--- config.mk ---
export PLATFORM = sky130hd
export DESIGN_NAME = fcc_counter_port
export DESIGN_NICKNAME = d
export VERILOG_FILES = /design/src/core/fcc_pkg.sv /design/src/core/fcc_counter_port.sv /design/src/core/fcc_sync.sv
export SDC_FILE = /design/constraint.sdc
export NUM_CORES = 1
export LEC_CHECK = 0
export ABC_CLOCK_PERIOD_IN_PS = 3100
export BUFFER_PORTS_ARGS = -buffer_cell sky130_fd_sc_hd__buf_2
export CAP_MARGIN = 30
export CORE_ASPECT_RATIO = 0.7
export CORE_MARGIN = 2
export CORE_UTILIZATION = 62
export DETAILED_ROUTE_END_ITERATION = 6
export HOLD_SLACK_MARGIN = 0.08
export PLACE_DENSITY_LB_ADDON = 0.25
export SLEW_MARGIN = 15
export SYNTH_ARGS = -nofsm -noshare
export SYNTH_HDL_FRONTEND = slang
export SYNTH_SLANG_ARGS = --single-unit
--- constraint.sdc ---
create_clock -name clk -period 3.1 [get_ports clk]
set_input_delay 0.62 -clock clk [delete_from_list [all_inputs] [get_ports clk]]
set_output_delay 0.62 -clock clk [all_outputs]
set_load 0.02 [all_outputs]
--- src/core/fcc_pkg.sv ---
// Package: constants for the frequency counter / clock port sharing block
package fcc_pkg;
    localparam logic [7:0] CLOCK_PORT_PATTERN_ADDR = 8'h20;
    localparam logic [7:0] FREQ_COUNT_DATA_ADDR    = 8'h21;
    localparam int         PATTERN_LSB             = 1;
    localparam int         PATTERN_W               = 3;
    localparam logic [2:0] PATTERN_RESET           = 3'h0;
    localparam int         COUNT_W                 = 16;
    localparam logic [1:0] MODE_CLOCK_PORT         = 2'h0;
    localparam logic [1:0] MODE_EXT_GATE           = 2'h3;
    localparam int         CLK_MHZ                 = 200;
    localparam int         GATE_TIME_US            = 1000;
    localparam int         GATE_CYCLES             = GATE_TIME_US * CLK_MHZ;
    localparam int         PORT_DIV_CYCLES         = 4;
    typedef enum logic [1:0] {FCC_IDLE, FCC_ARMED, FCC_OPEN, FCC_DONE} fcc_gate_type;
endpackage

--- src/core/fcc_counter_port.sv ---
// Frequency counter with shared clock generator port logic
//
// How it works
// RULE_01: Power-on reset and clock stop return IF and gate pins to port use.
// RULE_02: Chip-enable reset leaves the pin function selection unchanged.
// RULE_03: Halt keeps pin configuration as it was before halt.
// RULE_04: Halt before the gate opens means the gate never opens.
// RULE_05: Software waits 1 ms after start before halting in IF mode.
// RULE_06: Software halts in gate mode only after the gate pin is high.
// RULE_07: No gate opening means no gate close event and no interrupt.
// RULE_08: Halt with only counter wake source and no event stays halted.
// RULE_09: Counter and clock port share hardware; only one runs at once.
// RULE_10: Nonzero mode write freezes port pin level and stops generation.
// RULE_11: Clearing mode to zero restarts clock port generation.
// RULE_12: In port mode, counter data reads undefined, writes ignored.
// RULE_13: Zero mode during counting makes the pin follow port pattern.
// RULE_14: Port output needs the port select flag set by software.
// RULE_15: Restoring mode resumes counting; pulses in port mode are lost.
// RULE_16: Pattern accesses never disturb counter; reads give last pattern.
// RULE_17: Pattern write takes bits 3..1 of both buffer nibbles.
// RULE_18: Gate close sets a flag that may raise the counter interrupt.
// RULE_19: IF mode counts rising input edges while the gate is open.
`timescale 1ns/1ps
module fcc_counter_port #(
    parameter int GATE_CYCLES = fcc_pkg::GATE_CYCLES,
    parameter int COUNT_W     = fcc_pkg::COUNT_W
) (
    input  wire logic               clk,
    input  wire logic               rst_b,
    input  wire logic               clockStop,
    input  wire logic               ceReset,
    input  wire logic               haltActive,
    input  wire logic               modeWrite,
    input  wire logic [1:0]         modeWdata,
    input  wire logic               countStartFlag,
    input  wire logic               clockPortSelectFlag,
    input  wire logic               irqEnable,
    input  wire logic               irqFlagClear,
    input  wire logic               peripheralWriteOp,
    input  wire logic               peripheralReadOp,
    input  wire logic [7:0]         peripheralAddr,
    input  wire logic [7:0]         dataBufferWord,
    output logic      [7:0]         peripheralRdata,
    input  wire logic               fmIfInput,
    input  wire logic               amIfInput,
    input  wire logic               externalGateInput,
    output logic      [1:0]         ifPinCounterUse,
    output logic                    gatePinCounterUse,
    output logic                    clockGeneratorPort,
    output logic                    clockGeneratorPortEn,
    output logic                    gateOpen,
    output logic                    gateCloseIrqFlag,
    output logic                    counterIrq,
    output logic                    haltWake
);
    if (GATE_CYCLES < 1 || COUNT_W < 8 || COUNT_W > 32) begin : gBadParam
        $error("fcc_counter_port: unsupported parameter");
    end

    // ------------------------------------------------------------
    // Pin synchronisers
    // ------------------------------------------------------------
    logic [2:0] pinSync;
    fcc_sync #(.WIDTH(3)) uSync (
        .clk     (clk),
        .rst_b   (rst_b),
        .asyncIn ({externalGateInput, amIfInput, fmIfInput}),
        .syncOut (pinSync)
    );

    // ------------------------------------------------------------
    // Mode and pin function
    // ------------------------------------------------------------
    logic [1:0] countModeReg;
    logic [1:0] countMode_next;
    logic       countModeBitHigh;
    logic       countModeBitLow;
    logic       portMode;
    assign countModeBitHigh = countModeReg[1];
    assign countModeBitLow  = countModeReg[0];
    assign portMode         = (countModeReg == fcc_pkg::MODE_CLOCK_PORT); // RULE_09

    // Halt blocks mode writes so the pin setup stays put; clock stop still resets the mode
    always_comb begin
        countMode_next = countModeReg;
        if (clockStop) begin
            countMode_next = fcc_pkg::MODE_CLOCK_PORT; // RULE_01
        end else if (modeWrite && !haltActive) begin
            countMode_next = modeWdata; // RULE_03
        end
    end

    // Chip-enable reset is not wired to rst_b, so mode survives it
    always_ff @(posedge clk or negedge rst_b) begin
        if (!rst_b) begin
            countModeReg <= fcc_pkg::MODE_CLOCK_PORT; // RULE_01
        end else begin
            countModeReg <= countMode_next; // RULE_02
        end
    end

    assign ifPinCounterUse   = {!portMode && !countModeBitLow,
                                !portMode && countModeBitLow && !countModeBitHigh};
    assign gatePinCounterUse = countModeBitHigh && countModeBitLow;

    // ------------------------------------------------------------
    // Gate sequencing
    // ------------------------------------------------------------
    fcc_pkg::fcc_gate_type gateState_reg;
    fcc_pkg::fcc_gate_type gateState_next;
    logic [31:0]           gateCnt_reg;
    logic                  extGateMode;
    logic                  gatePinPrev_reg;
    logic                  gateRise;
    logic                  gateTimeUp;
    logic                  closeEvent;
    assign extGateMode = gatePinCounterUse;
    assign gateRise    = pinSync[2] && !gatePinPrev_reg;
    assign gateTimeUp  = (gateCnt_reg == 32'(GATE_CYCLES - 1));

    always_comb begin
        gateState_next = gateState_reg;
        closeEvent     = 1'b0;
        unique case (gateState_reg)
            fcc_pkg::FCC_IDLE: begin
                if (countStartFlag && !portMode && !ceReset) begin
                    gateState_next = fcc_pkg::FCC_ARMED;
                end
            end
            fcc_pkg::FCC_ARMED: begin
                // Halt before opening drops the measurement, even after halt ends
                if (haltActive) begin
                    gateState_next = fcc_pkg::FCC_IDLE; // RULE_04
                end else if (!portMode && (!extGateMode || gateRise)) begin
                    gateState_next = fcc_pkg::FCC_OPEN;
                end
            end
            fcc_pkg::FCC_OPEN: begin
                if (extGateMode ? gateRise : gateTimeUp) begin
                    gateState_next = fcc_pkg::FCC_DONE;
                    closeEvent     = 1'b1; // RULE_07
                end
            end
            fcc_pkg::FCC_DONE: begin
                if (countStartFlag && !portMode) begin
                    gateState_next = fcc_pkg::FCC_ARMED;
                end
            end
        endcase
        if (clockStop) begin
            gateState_next = fcc_pkg::FCC_IDLE;
            closeEvent     = 1'b0;
        end
    end

    always_ff @(posedge clk or negedge rst_b) begin
        if (!rst_b) begin
            gateState_reg   <= fcc_pkg::FCC_IDLE;
            gateCnt_reg     <= '0;
            gatePinPrev_reg <= 1'b0;
        end else begin
            gateState_reg   <= gateState_next;
            gatePinPrev_reg <= pinSync[2];
            if (gateState_reg != fcc_pkg::FCC_OPEN) begin
                gateCnt_reg <= '0;
            end else if (!portMode) begin
                gateCnt_reg <= gateCnt_reg + 32'h1;
            end
        end
    end

    assign gateOpen = (gateState_reg == fcc_pkg::FCC_OPEN);

    // ------------------------------------------------------------
    // Counting
    // ------------------------------------------------------------
    logic [COUNT_W-1:0] countReg;
    logic               ifPrev_reg;
    logic               ifSel;
    logic               ifRise;
    logic [1:0]         refDiv_reg;
    logic               refFall;
    logic               countTick;
    assign ifSel     = countModeBitLow ? pinSync[0] : pinSync[1];
    assign ifRise    = ifSel && !ifPrev_reg;
    assign refFall   = (refDiv_reg == 2'h3);
    assign countTick = extGateMode ? refFall : ifRise; // RULE_19

    always_ff @(posedge clk or negedge rst_b) begin
        if (!rst_b) begin
            countReg   <= '0;
            ifPrev_reg <= 1'b0;
            refDiv_reg <= 2'h0;
        end else begin
            ifPrev_reg <= ifSel;
            refDiv_reg <= refDiv_reg + 2'h1;
            if (countStartFlag && gateState_reg != fcc_pkg::FCC_OPEN) begin
                countReg <= '0;
            end else if (gateOpen && !portMode && countTick) begin
                countReg <= countReg + COUNT_W'(1); // RULE_15
            end
        end
    end

    // ------------------------------------------------------------
    // Gate close flag and interrupt
    // ------------------------------------------------------------
    logic irqFlag_reg;
    always_ff @(posedge clk or negedge rst_b) begin
        if (!rst_b) begin
            irqFlag_reg <= 1'b0;
        end else if (closeEvent) begin
            irqFlag_reg <= 1'b1; // RULE_18
        end else if (irqFlagClear) begin
            irqFlag_reg <= 1'b0;
        end
    end
    assign gateCloseIrqFlag = irqFlag_reg;
    assign counterIrq       = irqFlag_reg && irqEnable; // RULE_18
    // Only the flag can wake; no flag, no wake
    assign haltWake         = counterIrq; // RULE_08

    // ------------------------------------------------------------
    // Clock generator port
    // ------------------------------------------------------------
    logic [2:0] patternReg;
    logic       patternUsed_reg;
    logic [1:0] portDiv_reg;
    logic [1:0] portPhase_reg;
    logic       portOut_reg;
    logic       patternWrite;
    logic       countRead;
    logic       portRun;
    assign patternWrite = peripheralWriteOp
                        && peripheralAddr == fcc_pkg::CLOCK_PORT_PATTERN_ADDR;
    assign countRead    = peripheralAddr == fcc_pkg::FREQ_COUNT_DATA_ADDR;
    assign portRun      = portMode && clockPortSelectFlag; // RULE_14

    always_ff @(posedge clk or negedge rst_b) begin
        if (!rst_b) begin
            patternReg      <= fcc_pkg::PATTERN_RESET;
            patternUsed_reg <= 1'b0;
            portDiv_reg     <= 2'h0;
            portPhase_reg   <= 2'h0;
            portOut_reg     <= 1'b0;
        end else begin
            if (patternWrite) begin
                patternReg <= dataBufferWord[fcc_pkg::PATTERN_LSB +: fcc_pkg::PATTERN_W]
                            | dataBufferWord[4 + fcc_pkg::PATTERN_LSB +: fcc_pkg::PATTERN_W]; // RULE_17
            end
            if (portRun) begin
                patternUsed_reg <= 1'b1;
                portDiv_reg     <= portDiv_reg + 2'h1; // RULE_11
                if (portDiv_reg == 2'(fcc_pkg::PORT_DIV_CYCLES - 1)) begin
                    portPhase_reg <= portPhase_reg + 2'h1;
                    portOut_reg   <= patternReg[portPhase_reg == 2'h3 ? 2'h0 : portPhase_reg]; // RULE_13
                end
            end
            // Nonzero mode: hold last level, no generation
        end
    end
    assign clockGeneratorPort   = portOut_reg; // RULE_10
    assign clockGeneratorPortEn = clockPortSelectFlag;

    // ------------------------------------------------------------
    // Read data
    // ------------------------------------------------------------
    logic [7:0] rdata_reg;
    always_ff @(posedge clk or negedge rst_b) begin
        if (!rst_b) begin
            rdata_reg <= 8'h00;
        end else if (peripheralReadOp) begin
            if (countRead) begin
                // Undefined in port mode; zero chosen
                rdata_reg <= portMode ? 8'h00 : countReg[7:0]; // RULE_12
            end else if (peripheralAddr == fcc_pkg::CLOCK_PORT_PATTERN_ADDR) begin
                // Unused pattern while counting is undefined; zero chosen
                rdata_reg <= (portMode || patternUsed_reg) ? {4'h0, patternReg, 1'b0}
                                                           : 8'h00; // RULE_16
            end else begin
                rdata_reg <= 8'h00;
            end
        end
    end
    assign peripheralRdata = rdata_reg;
endmodule // fcc_counter_port

--- src/core/fcc_sync.sv ---
// Two-flop synchroniser for pin inputs
`timescale 1ns/1ps
module fcc_sync #(
    parameter int WIDTH = 1
) (
    input  wire logic             clk,
    input  wire logic             rst_b,
    input  wire logic [WIDTH-1:0] asyncIn,
    output logic      [WIDTH-1:0] syncOut
);
    if (WIDTH < 1) begin : gBadWidth
        $error("fcc_sync: unsupported width");
    end

    logic [WIDTH-1:0] stage1_reg;
    always_ff @(posedge clk or negedge rst_b) begin
        if (!rst_b) begin
            stage1_reg <= '0;
            syncOut    <= '0;
        end else begin
            stage1_reg <= asyncIn;
            syncOut    <= stage1_reg;
        end
    end
endmodule // fcc_sync

Word level (Yosys, flattened, before mapping)
Index checks and enable logic that the tools add are counted.
{"block": "word_totals", "out_inout_bits": 17, "regBits": 80, "elab_cells": 99}
{"block": "classes", "add_sub_neg": 5, "bitwise_logic": 1, "mux": 28, "eq_ne": 15, "magnitude_cmp": 1, "reduce_logical": 33}
{"op": "32-bit two-way mux", "n": 2}
{"op": "32-bit by 1-bit adder with 32-bit output, second input constant", "n": 1}
{"op": "32-bit by 18-bit equality test with 1-bit output, second input constant", "n": 1}
{"op": "16-bit two-way mux", "n": 2}
{"op": "2-bit two-way mux", "n": 9}
{"op": "16-bit by 1-bit adder with 16-bit output, second input constant", "n": 1}
{"op": "8-bit by 6-bit equality test with 1-bit output, second input constant", "n": 2}
{"op": "1-bit logical AND", "n": 16}
{"op": "8-bit two-way mux", "n": 2}
{"op": "2-bit equality test, second input constant", "n": 5}
{"op": "1-bit two-way mux", "n": 9}
{"op": "1-bit logical NOT", "n": 8}
{"op": "4-bit two-way mux", "n": 2}
{"op": "2-bit one-hot mux with 4 select lines", "n": 1}
{"op": "2-bit by 1-bit adder with 2-bit output, second input constant", "n": 3}
{"op": "3-bit inequality test, second input constant", "n": 2}
{"op": "2-bit nonzero test", "n": 3}
{"op": "2-bit logical NOT", "n": 2}
{"op": "4-bit inequality test, second input constant", "n": 1}
{"op": "4-bit AND reduction", "n": 1}
{"op": "2-bit by 3-bit < comparator with 1-bit output, second input constant", "n": 1}
{"op": "3-bit by 2-bit inequality test with 1-bit output, second input constant", "n": 1}
{"op": "3-bit OR", "n": 1}
{"op": "1-bit binary-select mux with 2-bit select", "n": 1}
{"op": "other kinds (5)", "n": 6}

Logic depth before layout (Yosys ltp)
{"block": "depth", "ltp_word": 8, "ltp_mapped": 7, "mapped_depth_nobuf": 7}

Modules after synthesis
Synthesis repeated with hierarchy kept, for this count alone.
{"block": "hier_totals", "hier_cells": 350, "area_unflattened_um2": 3636.0}
{"module": "fcc_counter_port", "area_each_um2": 3485.8, "cells_per_inst": 344, "n_inst": 1, "seq_area_each_um2": 1651.6}
{"module": "fcc_sync", "area_each_um2": 150.1, "cells_per_inst": 6, "n_inst": 1, "seq_area_each_um2": 150.1}

Least setup slack after synthesis
OpenSTA, ideal clock, no wires.
{"block": "synth_path", "path_type": "input port to flip-flop", "from": "input port peripheralAddr[4]", "to": "register patternReg[0]", "setup_ns": 0.083, "slack_ns": 0.741, "path_stages": 5, "arrival_ns": 2.277, "path_cell_list": "or4b_2 or4_1 nor3b_1 o21ai_0 o21ai_0"}
{"block": "synth_between", "elab_chain_len": 2}
{"element": "start: declaration", "line_no": "fcc_counter_port.sv:41", "text": "input wire logic [7:0] peripheralAddr,"}
{"element": "8-bit by 6-bit equality test with 1-bit output", "line_no": "fcc_counter_port.sv:235", "text": "&& peripheralAddr == fcc_pkg::CLOCK_PORT_PATTERN_ADDR;"}
{"element": "1-bit logical AND", "line_no": "fcc_counter_port.sv:235"}
{"element": "end signal: assignment", "line_no": "fcc_counter_port.sv:241", "text": "patternReg <= fcc_pkg::PATTERN_RESET;"}
{"element": "end signal: assignment", "line_no": "fcc_counter_port.sv:248", "text": "patternReg <= dataBufferWord[fcc_pkg::PATTERN_LSB +: fcc_pkg::PATTERN_W]"}
{"element": "end: declaration", "line_no": "fcc_counter_port.sv:226", "text": "logic [2:0] patternReg;"}
No other way between the ends.
A chain may end at the register's enable or synchronous reset.

Final worst setup path
{"block": "layout_path", "from": "input port peripheralAddr[4]", "to": "register patternReg[2]"}
Same word-level chain as after synthesis.

==> impl_metrics.env <==
export IMPL_status="finished clean"
export IMPL_ys_ff_latch=72
export IMPL_post_cts_buffers=0
export IMPL_io_pin_count=50
export IMPL_period_minus_slack_ps=2510
export IMPL_drive_gt1_share_pct=19.5
export IMPL_path_clk_slew_ps=80
export IMPL_fin_cells=500
export IMPL_synthArstFlopShare_pct=100
export IMPL_grt_antenna_before_repair=0
export IMPL_fmax_mhz=399
export IMPL_post_cts_resize_count=0
export IMPL_ys_types=50
export IMPL_dp_hpwl_um=5560
export IMPL_drtIter0Drc=158
export IMPL_dieArea_mm2=0.00645
export IMPL_cts_tree="yes"
export IMPL_crit_fanout=6
export IMPL_netlist_instances=371
export IMPL_grt_setup_unrepaired="false"
export IMPL_clkSinkCount=72
export IMPL_grt_pass1_wl_um=12700
export IMPL_clock_path_buffers=2
export IMPL_cts_buffers=9
export IMPL_dp_worst_setup_slack_ps=300
export IMPL_hold_buffers=0
export IMPL_mostFrequentLayoutCells="dfrtp_1 (72), buf_2 (47), nor2_1 (41)"
export IMPL_dpl_instance_area_mm2=0.00390
export IMPL_dr_wl_met3_um=421
export IMPL_htreeDepth=3
export IMPL_final_setup_viol_count=0
export IMPL_finalWorstSetupSlack_ps=592
export IMPL_dp_cells=484
export IMPL_fin_area_mm2=0.00407
export IMPL_yosysWarnings=0
export IMPL_syn_area_per_cell_um2=9.71
export IMPL_port_buffers=47
export IMPL_slew_viol_final=0
export IMPL_tightestPinTransition_ps=638
export IMPL_antennaDiodeCount=0
export IMPL_yosysTopAreaCellShare_pct=50.0
export IMPL_mostFrequentLayoutCell="dfrtp_1"
export IMPL_p_leak_nw=1.85
export IMPL_required_ps=3370
export IMPL_drc=0
export IMPL_netlist_area_mm2=0.00360
export IMPL_powerDensity_mw_per_mm2=464
export IMPL_viasPerCell=5.77
export IMPL_hold_viol_final=0
export IMPL_synth_seq_area_share_pct=50.0
export IMPL_synth_nets=415
export IMPL_vias=2887
export IMPL_initial_core_util_pct=63.6
export IMPL_fp_dieW_um=95.1
export IMPL_fin_setup_tns_ps=0
export IMPL_worst_setup_path_end_kind="flop"
export IMPL_coreArea_mm2=0.00567
export IMPL_dieHeight_um=67.8
export IMPL_fin_nets=464
export IMPL_ir_drop_uv=372
export IMPL_grt_max_degree=32
export IMPL_highest_layer="met4"
export IMPL_post_route_util_pct=71.9
export IMPL_routedWlPerCell_um=15.3
export IMPL_synth_area_top_cells="dfrtp_1 (50%), nor2_1 (4.3%), ha_1 (3.8%)"
export IMPL_maxCapViolCount=0
export IMPL_area_delta_synth_final_pct=13.1
export IMPL_cts_root_buf="clkbuf_8"
export IMPL_drt_antenna_violating_nets=0
export IMPL_place_gp_congestion=0.877
export IMPL_largest_register_ffs=32
export IMPL_track_usage_pct=26.3
export IMPL_fin_skew_ps=5.91
export IMPL_synthFlopType="dfrtp_1"
export IMPL_dr_pass1_iters=4
export IMPL_wl_met2_um=3600
export IMPL_fin_crit_sh_pct=80.9
export IMPL_slew_headroom_pct=57.3
export IMPL_synth_area_leader_cell="dfrtp_1"
export IMPL_routed_wl_um=7670
export IMPL_met1Wirelength_um=3580
export IMPL_critPathLaunchType="input pin"
export IMPL_cp_arrival_ps=2780
export IMPL_worstSetupPathType="input pin to flop"
export IMPL_insertion_delay_ps=360
export IMPL_synth_edf_count=0
export IMPL_overflow=0
export IMPL_first_global_vias=2705
export IMPL_hp_class="input pin to asynchronous set/reset pin"
export IMPL_rows=23
## power by group
part | switching (mW) | internal (mW)
Combinational | 0.120 | 0.0963
Clock | 0.366 | 0.289
Sequential | 0.0327 | 0.984
## critical path: stages
cell	delay [ps]
buf_2	100
or4b_2	650
or4_1	470
nor3b_1	570
o21ai_0	230
o21ai_0	140
## per-layer routing
layer	GRT usage [%]	up-vias
li1	-	1393
met1	36.8	1402
met2	39.9	83
met3	7.81	9
met4	8.15	0
met5	0	-
## synthesized netlist by cell type (all sizes together) (8+ instances only)
cell	instances
nand2	36
nor4	10
dfrtp	72
a21oi	14
ha	11
or4	8
o21ai	24
nor3	8
nand3	14
xor2	12
nor2	41
nor2b	9
nand4	12
xnor2	15
inv	21
## worst paths after layout
path | startpoint | end | slack, ps | cells past startpoint
max | peripheralAddr[4] | patternReg[2]$_DFFE_PN0P_ | 590 | 6
max in group asynchronous | rst_b | patternUsed_reg$_DFFE_PN0P_ | 2100 | 2
min in group clk | uSync.stage1_reg[0]$_DFF_PN0_ | uSync.syncOut[0]$_DFF_PN0_ | 350 | 0
min reg2reg | uSync.stage1_reg[0]$_DFF_PN0_ | uSync.syncOut[0]$_DFF_PN0_ | 350 | 0
min | rst_b | gateCnt_reg[25]$_DFFE_PN0P_ | 240 | 1
max reg2reg | countModeReg[1]$_DFFE_PN0P_ | gateCnt_reg[29]$_DFFE_PN0P_ | 650 | 5
## final cells by class
cell class	count	area [um2]
clock buffers	9	124
clock inverters	7	48.8
fillers	411	1600
inverters	21	78.8
multi-input cells	266	1670
flip-flops and latches	72	1800
well taps	75	93.8
repair buffers	50	258
## through the flow
step / hold WS (ps) / power, mW
2_1_floorplan: 324 / 1.17
3_3_place_gp: 335 / 1.24
3_5_place_dp: 336 / 1.25
4_1_cts: 251 / 1.91
5_1_grt: 279 / 1.98
6_report: 243 / 1.89
## logic make-up (layout without fill, tap and decap cells)
kind of cell	after synthesis	after routing	synth area share, %
AOI/OAI and AO/OA	55	55	9.55
xor gates and xnor gates	27	27	6.56
adders and majority gates	11	11	3.82
buffers and inverters	33	87	3.68
DFF	72	72	50.0
muxes	9	9	2.57
and+or+nand+nor	164	164	23.8
No activity file was read; power rests on OpenSTA's default activity.
